==> config.mk <==
export PLATFORM = sky130hd
export DESIGN_NAME = ident_fault_regs
export DESIGN_NICKNAME = d
export VERILOG_FILES = /design/src/verilog/sumreg_pkg.sv /design/src/verilog/frame_evt_if.sv /design/src/verilog/ident_fault_regs.sv /design/src/verilog/fault_summary_bit.sv /design/src/verilog/frame_status_track.sv
export SDC_FILE = /design/constraint.sdc
export NUM_CORES = 1
export LEC_CHECK = 0
export BUFFER_PORTS_ARGS = -buffer_cell sky130_fd_sc_hd__clkbuf_2
export CAP_MARGIN = 20
export CORE_MARGIN = 10
export CORE_UTILIZATION = 49
export CTS_CLUSTER_SIZE = 14
export DETAILED_ROUTE_END_ITERATION = 10
export GPL_ROUTABILITY_DRIVEN = 1
export GPL_TIMING_DRIVEN = 0
export PLACE_DENSITY = 0.84
export SYNTH_ARGS = -nofsm -noshare
export SYNTH_HDL_FRONTEND = slang
export SYNTH_HIERARCHICAL = 1
export SYNTH_SLANG_ARGS = --single-unit
==> constraint.sdc <==
create_clock -name i_clk -period 1.78 [get_ports i_clk]
set_input_delay 0 -clock i_clk [delete_from_list [all_inputs] [get_ports i_clk]]
set_output_delay 0 -clock i_clk [all_outputs]
set_load 0.03 [all_outputs]
==> src/verilog/sumreg_pkg.sv <==
// Constants for the identification and fault-summary register pair.
// Assumes a frame decoder elsewhere supplies decoded register accesses.

package sumreg_pkg;

   // ---------------------------------------------------------------
   // Register map
   // ---------------------------------------------------------------
   localparam int          ADDR_W              = 8;
   localparam int          DATA_W              = 16;
   localparam logic [7:0]  ADDR_PART_SIGNATURE = 8'h00;
   localparam logic [7:0]  ADDR_FAULT_SUMMARY  = 8'h01;
   localparam logic [7:0]  ADDR_FIRST_INVALID  = 8'hff;

   // ---------------------------------------------------------------
   // Identification word layout
   // ---------------------------------------------------------------
   localparam int          SIG_STEP_LSB        = 8;
   localparam int          SIG_COUNT_LSB       = 5;
   localparam int          SIG_CODE_LSB        = 0;
   localparam logic [2:0]  CONVERTER_COUNT     = 3'h4;

   // ---------------------------------------------------------------
   // Summary status word layout
   // ---------------------------------------------------------------
   localparam logic [15:0] STATUS_RESET        = 16'h7fc8;
   localparam int          BIT_RESTART         = 15;
   localparam int          BIT_POWER           = 14;
   localparam int          BIT_TIMEBASE        = 13;
   localparam int          BIT_LOGIC           = 12;
   localparam int          BIT_OVERCURRENT     = 11;
   localparam int          BIT_CHECKSUM        = 10;
   localparam int          BIT_EXPIRY          = 9;
   localparam int          BIT_EDGE            = 8;
   localparam int          BIT_BAD_ADDRESS     = 7;
   localparam int          RESP_LSB            = 3;
   localparam int          BIT_LOCK            = 2;
   localparam int          BIT_CLOCK           = 1;
   localparam int          BIT_MODE            = 0;
   localparam int          FAULT_GROUPS        = 4;

   // ---------------------------------------------------------------
   // Command response codes
   // ---------------------------------------------------------------
   localparam logic [3:0]  RESP_NULL           = 4'h1;
   localparam logic [3:0]  RESP_WRITE          = 4'h6;
   localparam logic [3:0]  RESP_FIRST          = 4'h9;

endpackage

==> src/verilog/frame_evt_if.sv <==
// Frame events from the top to the per-frame flag tracker, and the flags shown.
// Assumes all signals are on the system clock.

interface frame_evt_if;
   logic       start;
   logic [3:0] err;
   logic       cmd_valid;
   logic [3:0] cmd_code;
   logic       wrote;
   logic [3:0] shown_err_low;
   logic [3:0] shown_resp;

   modport src (output start, err, cmd_valid, cmd_code, wrote,
                input  shown_err_low, shown_resp);
   modport dst (input  start, err, cmd_valid, cmd_code, wrote,
                output shown_err_low, shown_resp);
endinterface

==> src/verilog/ident_fault_regs.sv <==
// Identification and fault-summary registers, reached through decoded accesses.
// Assumes a frame decoder on the same clock gives access strobes and frame events.

module ident_fault_regs
#(
   parameter logic [7:0] SILICON_STEP = 8'h01,  // Arbitrary value
   parameter logic [4:0] PART_CODE    = 5'h05   // Arbitrary value
)
(
   // Clock and reset
   input  wire logic        i_clk,
   input  wire logic        i_rst,
   // Decoded register access
   input  wire logic        i_reg_wr,
   input  wire logic        i_reg_rd,
   input  wire logic [7:0]  i_reg_addr,
   input  wire logic [15:0] i_reg_wdata,
   output logic [15:0]      o_reg_rdata,
   output logic             o_reg_rvalid,
   // Frame events
   input  wire logic        i_frame_start,
   input  wire logic        i_checksum_error,
   input  wire logic        i_frame_expired,
   input  wire logic        i_edge_count_error,
   input  wire logic        i_cmd_valid,
   input  wire logic [3:0]  i_cmd_code,
   // Unmasked fault group summaries
   input  wire logic        i_power_pending,
   input  wire logic        i_timebase_pending,
   input  wire logic        i_logic_pending,
   input  wire logic        i_overcurrent_pending,
   // Lock, clock and mode indications
   input  wire logic        i_lock_state,
   input  wire logic        i_clock_state,
   input  wire logic        i_mode_state,
   // Live status word
   output logic [15:0]      o_status
);

   // ---------------------------------------------------------------
   // Address decode
   // ---------------------------------------------------------------
   function automatic logic is_bad_addr(input logic [7:0] addr);
      is_bad_addr = (addr >= sumreg_pkg::ADDR_FIRST_INVALID);
   endfunction

   logic        rd_bad;
   logic        wr_bad;
   logic        wr_status;
   logic [3:0]  restore;
   logic [3:0]  pending;
   logic [3:0]  fault_low;
   logic        restart_low;
   logic [2:0]  indication;
   logic [15:0] id_word;
   logic [15:0] status_word;

   assign rd_bad    = i_reg_rd & is_bad_addr(i_reg_addr);
   assign wr_bad    = i_reg_wr & is_bad_addr(i_reg_addr);
   assign wr_status = i_reg_wr & (i_reg_addr == sumreg_pkg::ADDR_FAULT_SUMMARY);

   assign id_word = {SILICON_STEP, sumreg_pkg::CONVERTER_COUNT, PART_CODE};

   // ---------------------------------------------------------------
   // Reset-occurred flag
   // ---------------------------------------------------------------
   always_ff @(posedge i_clk)
   begin
      if (i_rst)
         restart_low <= 1'b0;
      else if (wr_status && i_reg_wdata[sumreg_pkg::BIT_RESTART])
         restart_low <= 1'b1;
   end

   // ---------------------------------------------------------------
   // Aggregated fault flags
   // ---------------------------------------------------------------
   assign pending = {i_power_pending, i_timebase_pending,
                     i_logic_pending, i_overcurrent_pending};

   // Index 3 is bit 14 down to index 0 at bit 11
   genvar g;
   generate
      for (g = 0; g < sumreg_pkg::FAULT_GROUPS; g++)
      begin : gen_fault
         assign restore[g] = wr_status &
                             i_reg_wdata[sumreg_pkg::BIT_OVERCURRENT + g];
         fault_summary_bit u_bit
         (
            .i_clk      (i_clk),
            .i_rst      (i_rst),
            .i_pending  (pending[g]),
            .i_restore  (restore[g]),
            .o_flag_low (fault_low[g])
         );
      end
   endgenerate

   // ---------------------------------------------------------------
   // Per-frame flags
   // ---------------------------------------------------------------
   frame_evt_if evt ();

   assign evt.start     = i_frame_start;
   assign evt.err       = {i_checksum_error, i_frame_expired,
                           i_edge_count_error, rd_bad | wr_bad};
   assign evt.cmd_valid = i_cmd_valid;
   assign evt.cmd_code  = i_cmd_code;
   assign evt.wrote     = i_reg_wr & ~wr_bad;

   frame_status_track u_track
   (
      .i_clk (i_clk),
      .i_rst (i_rst),
      .evt   (evt)
   );

   // ---------------------------------------------------------------
   // Read-only indications
   // ---------------------------------------------------------------
   // Host writes never reach these; they only follow their sources
   always_ff @(posedge i_clk)
   begin
      if (i_rst)
         indication <= 3'h0;
      else
         indication <= {i_lock_state, i_clock_state, i_mode_state};
   end

   // ---------------------------------------------------------------
   // Status word and read port
   // ---------------------------------------------------------------
   // Every bit is a flop, so the word and output need no extra stage
   assign status_word = {restart_low, fault_low, evt.shown_err_low,
                         evt.shown_resp, indication};
   assign o_status    = status_word;

   // Unmapped but valid addresses read zero
   always_ff @(posedge i_clk)
   begin
      if (i_rst)
         o_reg_rdata <= 16'h0000;
      else if (i_reg_rd)
      begin
         case (i_reg_addr)
            sumreg_pkg::ADDR_PART_SIGNATURE: o_reg_rdata <= id_word;
            sumreg_pkg::ADDR_FAULT_SUMMARY:  o_reg_rdata <= status_word;
            default:                         o_reg_rdata <= 16'h0000;
         endcase
      end
   end

   always_ff @(posedge i_clk)
   begin
      if (i_rst)
         o_reg_rvalid <= 1'b0;
      else
         o_reg_rvalid <= i_reg_rd;
   end

   // Helper for the checks only: no frame or command seen since reset yet
   logic frame_seen;

   always_ff @(posedge i_clk)
   begin
      if (i_rst)
         frame_seen <= 1'b0;
      else if (i_frame_start || i_cmd_valid)
         frame_seen <= 1'b1;
   end
endmodule

==> src/verilog/fault_summary_bit.sv <==
// One active-low aggregated fault flag, restored to 1 by a host write of 1.
// Assumes i_pending is the OR of the unmasked flags of its group, same clock.

module fault_summary_bit
(
   // Clock and reset
   input  wire logic i_clk,
   input  wire logic i_rst,
   // Group state and host restore
   input  wire logic i_pending,
   input  wire logic i_restore,
   // Flag
   output logic      o_flag_low
);

   // A pending group beats a restore in the same cycle
   always_ff @(posedge i_clk)
   begin
      if (i_rst)
         o_flag_low <= 1'b1;
      else if (i_pending)
         o_flag_low <= 1'b0;
      else if (i_restore)
         o_flag_low <= 1'b1;
   end

endmodule

==> src/verilog/frame_status_track.sv <==
// Collects errors and the command of one frame, shows them in the next frame.
// Assumes one start pulse per frame; events in the start cycle belong to it.

module frame_status_track
(
   // Clock and reset
   input  wire logic  i_clk,
   input  wire logic  i_rst,
   // Frame events
   frame_evt_if.dst   evt
);

   logic [3:0] pend_err;
   logic       pend_cmd;
   logic [3:0] pend_code;
   logic       pend_wrote;

   // ---------------------------------------------------------------
   // Current frame collection
   // ---------------------------------------------------------------
   always_ff @(posedge i_clk)
   begin
      if (i_rst)
         pend_err <= 4'h0;
      else if (evt.start)
         pend_err <= evt.err;
      else
         pend_err <= pend_err | evt.err;
   end

   always_ff @(posedge i_clk)
   begin
      // Reset leaves the first-frame code pending, so the first frame shows it
      if (i_rst)
      begin
         pend_cmd   <= 1'b1;
         pend_code  <= sumreg_pkg::RESP_FIRST;
         pend_wrote <= 1'b0;
      end
      else
      begin
         if (evt.cmd_valid)
         begin
            pend_cmd  <= 1'b1;
            pend_code <= evt.cmd_code;
         end
         else if (evt.start)
            pend_cmd <= 1'b0;
         pend_wrote <= evt.wrote | (pend_wrote & ~evt.start);
      end
   end

   // ---------------------------------------------------------------
   // Shown in the following frame
   // ---------------------------------------------------------------
   always_ff @(posedge i_clk)
   begin
      if (i_rst)
         evt.shown_err_low <= 4'hf;
      else if (evt.start)
         evt.shown_err_low <= ~pend_err;
   end

   // An explicit command code beats the implied write response
   always_ff @(posedge i_clk)
   begin
      if (i_rst)
         evt.shown_resp <= sumreg_pkg::RESP_FIRST;
      else if (evt.start)
      begin
         if (pend_cmd)
            evt.shown_resp <= pend_code;
         else if (pend_wrote)
            evt.shown_resp <= sumreg_pkg::RESP_WRITE;
         else
            evt.shown_resp <= sumreg_pkg::RESP_NULL;
      end
   end

endmodule

Word level (Yosys, flattened, before mapping)

Cells that the tools add are included.

Bits in registers: 43
Input port bits: 44
Output and inout port bits: 33
Logic and storage cells: 50

$lt $le $gt $ge: 1
Eq/ne operators: 1
Muxes and demuxes: 12
Bitwise operators: 15
Reductions and logical operators: 7

Operators with widths:

| cell                 | count |
|---|---|
| $pmux W16 S2         | 1 |
| $and A1 B1 Y1        | 9 |
| $eq A8 B1 Y1 const B | 1 |
| $ge A8 B8 Y1 const B | 1 |
| $logic_not A8 Y1     | 1 |
| $mux W1              | 8 |
| $mux W4              | 2 |
| $reduce_bool A2 Y1   | 4 |
| $not A4 Y4           | 1 |
| $or A4 B4 Y4         | 1 |
| $mux W3              | 1 |
| $not A1 Y1           | 2 |
| $or A1 B1 Y1         | 2 |
| $reduce_or A2 Y1     | 1 |
| $logic_and A1 B1 Y1  | 1 |

Logic depth before layout (Yosys ltp)

Depth after elaboration: 5
Depth in mapped cells: 6
Depth with buffers taken out: 5

By module

The synthesis kept the hierarchy.

By module, submodules not included:

| module             | instances | cells an instance | area an instance (µm²) |
|---|---|---|---|
| ident_fault_regs   | 1         | 74                | 819.5 |
| frame_status_track | 1         | 73                | 703.2 |
| fault_summary_bit  | 4         | 3                 | 35.0 |

Least setup slack after synthesis

No wires, ideal clock.

Path kind: input to register
Start: input i_reg_addr[7]
End: register o_reg_rdata[5]
Library setup time: 58 ps
Arrival time: 1149 ps
Data required time: 1722 ps
Path slack: 573 ps
Cell stages on the path: 4
Buffers on the path: 1
Cells stage by stage: or4_4 -> nor4_4 -> buf_6 -> a22o_2

Longest elaborated chain between the ends: 2
Elaborated cells on any way between the ends: 3
Those cells by class: eq/ne (1); mux (1); reduce/logical (1)

RTL lines:

| element                                                 | RTL line                | RTL |
|---|---|---|
| start: declaration                                      | ident_fault_regs.sv:16  | `input wire logic [7:0] i_reg_addr,` |
| $eq A8 B1 Y1 / $logic_not A8 Y1 (equally long branches) | ident_fault_regs.sv:145 | `case (i_reg_addr)` |
| $pmux W16 S2 (*)                                        | ident_fault_regs.sv:145 |  |
| end signal: assignment                                  | ident_fault_regs.sv:146 | `sumreg_pkg::ADDR_PART_SIGNATURE: o_reg_rdata <= id_word;` |
| end signal: assignment                                  | ident_fault_regs.sv:147 | `sumreg_pkg::ADDR_FAULT_SUMMARY: o_reg_rdata <= status_word;` |
| end: declaration                                        | ident_fault_regs.sv:18  | `output logic [15:0] o_reg_rdata,` |

Every way passes the cells marked *; elsewhere a longest branch is shown, timed or not.
A chain may end at the register's enable or synchronous reset.

Final worst setup path

Start: input i_reg_addr[7]
End: register gen_fault[3].u_bit.o_flag_low

Longest elaborated chain between the ends: 4

RTL lines:

| element                      | RTL line                | RTL |
|---|---|---|
| $eq A8 B1 Y1                 | ident_fault_regs.sv:60  | `assign wr_status = i_reg_wr & (i_reg_addr == sumreg_pkg::ADDR_FAULT_SUMMARY);` |
| $and A1 B1 Y1                | ident_fault_regs.sv:60  |  |
| $and A1 B1 Y1                | ident_fault_regs.sv:86  | `assign restore[g] = wr_status &` |
| net restore[3]               | ident_fault_regs.sv:50  | `logic [3:0] restore;` |
| $reduce_bool A2 Y1 (no line) | -                       |  |
| end signal: assignment       | fault_summary_bit.sv:20 | `o_flag_low <= 1'b1;` |
| end signal: assignment       | fault_summary_bit.sv:22 | `o_flag_low <= 1'b0;` |
| end signal: assignment       | fault_summary_bit.sv:24 | `o_flag_low <= 1'b1;` |
| end: declaration             | fault_summary_bit.sv:13 | `output logic o_flag_low` |

The timed path passes the listed nets, and every way through them passes these cells.

==> results.py <==
metrics = {
    "yosys": {
        "mappedNetlistNets": 203,
        "synthDistinctLibCells": 33,
        "syn_area_um2": 1660,
        "yosys.area.top_type": "sky130_fd_sc_hd__dfxtp_1",
        "synth.cells.most_frequent": "sky130_fd_sc_hd__dfxtp_1 (43), sky130_fd_sc_hd__nor2b_1 (12), sky130_fd_sc_hd__nand2b_1 (11), sky130_fd_sc_hd__nor2_1 (11)",
        "synth-seq-cells": 43,
        "synth_edf_count": 0,
        "async_flop_share_pct": 0,
        "post-synth-top-count-cell": "sky130_fd_sc_hd__dfxtp_1",
        "ys_seq_area_share_pct": 51.8,
        "area_share_of_the_largest_cell_type_after_synthesis_pct": 51.8,
        "synth_warnings": 6,
        "mapped_avg_cell_area_um2": 10.5,
        "yosys-top-cells-area": "sky130_fd_sc_hd__dfxtp_1 (52%), sky130_fd_sc_hd__a22o_2 (4.8%), sky130_fd_sc_hd__nor2b_1 (4.5%), sky130_fd_sc_hd__nand2b_1 (4.1%), sky130_fd_sc_hd__o21bai_2 (2.7%)",
        "postSynthCellCount": 159,
        "synthFlopType": "sky130_fd_sc_hd__dfxtp_1",
    },
    "timing": {
        "worst_clock_skew_ns": 0.0122,
        "maxClockFrequency_ghz": 0.660,
        "final_period_demand_of_the_worst_path_ns": 1.51,
        "timing.final.setup_violations": 0,
        "min_period_over_period_pct": 85.1,
        "slew_headroom_pct": 71.5,
        "final.setup.worst_slack_ns": 0.266,
        "tightest_slew_ns": 0.428,
        "timing.setup.tns_ns": 0,
        "grt_setup_unrepaired": "no",
        "slew_violations": 0,
        "hold_violations_final": 0,
    },
    "clock_tree": {
        "cts.path.max_buffers": 2,
        "ctsRootBufferMaster": "sky130_fd_sc_hd__clkbuf_4",
        "post_cts_resize_count": 0,
        "number_of_clock_buffers_inserted_by_tritoncts": 5,
        "worst_setup_hold_path_clk_slew_ns": 0.12,
        "clock_sink_count": 43,
        "clock_latency_ns": 0.35,
        "tritoncts": "done",
        "cts_max_level": 2,
    },
    "placement": {
        "portbufs": 64,
        "pre_cts_slack_ns": 0.356,
        "gp_congestion": 0.752,
        "detailed_place_hpwl_um": 3190,
    },
    "critical_path": {
        "setup.worst_path.start_class": "primary input",
        "setup.worst_path.end_class": "flip-flop",
        "required_ns": 2.08,
        "worst_ep_arrival_time_ns": 1.81,
        "cp_max_fo": 4,
        "critPathKind": "in2reg",
    },
    "detailed_routing": {
        "detailroute.via_count": 1480,
        "final_antenna_net_count": 0,
        "routed_wire_length_per_instance_um": 15.0,
        "first_iter_violations": 118,
        "drc_errors": 0,
        "route.detailed.vias_per_inst": 4.93,
        "iteration_count_of_the_initial_detailed_routing_pass": 4,
        "wirelength_um": 4490,
    },
    "grt": {
        "grt_first_pass_wirelength_um": 7590,
        "antenna_found_initial": 0,
        "grt_usage_pct": 15.0,
        "grt_max_degree": 14,
        "vias_in_the_first_global_route": 1605,
        "globalRouteOverflowTotal": 0,
    },
    "power_and_ir_drop": {
        "cellLeakagePower_nw": 1.06,
        "max-vdd-ir-drop_mv": 0.592,
        "powerDensity_nw_per_um2": 810,
        "finalPower_mw": 1.91,
    },
    "final_layout": {
        "num-nets-final": 297,
        "syn_to_final_growth_pct": 41.8,
        "antenna-diode-count": 0,
        "utilization_pct": 71.2,
        "share_of_cells_above_drive_strength_1_pct": 37.8,
    },
    "floorplan": {
        "floorplan.io_pins": 77,
        "die_x_um": 78.3,
        "core_um2": 3310,
        "floorplan.initialDensity_pct": 50.2,
        "placementRows": 21,
        "die_h_um": 78.3,
        "die-area_um2": 6120,
    },
    "flow_run": {
        "max_cap_viol_count": 0,
    },
    "status": {
        "outcome": "finished clean",
    },
    "hold_path": {
        "worst_hold_path_type": "in2reg",
    },
}
## final timing paths
kind	startpoint	to	slack [ns]	cells past startpoint
max	i_reg_addr[7]	gen_fault[3].u_bit/o_flag_low	0.27	7
min	i_rst	gen_fault[0].u_bit/o_flag_low	0.005	2
max reg2reg	u_track/pend_code[3]	u_track/pend_code[3]	0.45	3
min reg2reg	u_track/pend_err[1]	u_track/pend_err[1]	0.48	2
## critical path, cell delays in order
cell                            delay, ns
sky130_fd_sc_hd__clkbuf_2            0.09
sky130_fd_sc_hd__or4_4               0.56
sky130_fd_sc_hd__nor2_1              0.22
sky130_fd_sc_hd__and4_1              0.23
sky130_fd_sc_hd__nor2_1              0.05
sky130_fd_sc_hd__o21bai_2            0.10
sky130_fd_sc_hd__dlygate4sd3_1       0.56
## cells by family (layout without fill, tap and decap cells)
logic type,after synthesis,count (layout),share of synthesized area [%]
muxes,2,2,1.20
AOI/OAI and AO/OA,38,38,19.9
and+or+nand+nor,58,58,21.5
buffers and inverters,18,113,5.64
DFF,43,43,51.8
## layout make-up
| class | instances | area [µm²] |
|---|---|---|
| inverter | 8 | 30.0 |
| tap | 46 | 57.6 |
| clock inverter | 2 | 35.0 |
| buffer | 10 | 63.8 |
| clock buffer | 6 | 51.3 |
| multi-input combinational | 98 | 708 |
| timing repair buffer | 87 | 551 |
| fill | 264 | 953 |
| sequential | 43 | 861 |
## state kept, by name (all words and copies together), names as in the netlist
signal	flops
indication	3
o_reg_rvalid	1
u_track/evt.shown_resp	4
u_track/pend_code	4
restart_low	1
gen_fault.u_bit/o_flag_low	4
u_track/pend_cmd	1
o_reg_rdata	16
u_track/pend_err	4
u_track/pend_wrote	1
u_track/evt.shown_err_low	4
## layout by cell type, fill, tap and decap left out, drive strengths merged, types with 7 or more instances in the layout
master,n
a22o,12
buf,7
clkbuf,73
dfxtp,43
dlygate4sd3,23
inv,8
nand2,7
nand2b,12
nor2,12
nor2b,12
## timing repair
item | 4_1_cts | 5_1_grt
hold buffers | 23 | 0
hold endpoints to repair | 16 | 0
setup buffers | 0 | 0
## power breakdown
group          internal (mW)  total (mW)  leakage, nW  switching [mW]
Sequential             0.996        1.02        0.353          0.0235
Combinational          0.122       0.253        0.655           0.131
Clock                  0.332       0.638       0.0482           0.306
Total                   1.45        1.91         1.06           0.460
## stage by stage
stage / hold WS, ns / instances / area (µm²)
2_1_floorplan: 0.100 / 159 / 1660
3_3_place_gp: 0.198 / 269 / 2040
3_5_place_dp: 0.201 / 269 / 2040
4_1_cts: 0.000316 / 300 / 2360
5_1_grt: 0.0157 / 300 / 2360
6_report: 0.00534 / 300 / 2360
## per-layer routing
metal	up-vias	GRT usage [%]	routed length, µm
met4	0	4.30	41
met5	-	0	0
li1	750	-	-
met3	5	5.13	283
met1	687	15.4	1750
met2	38	28.0	2420
(Power assumes the default switching activity.)
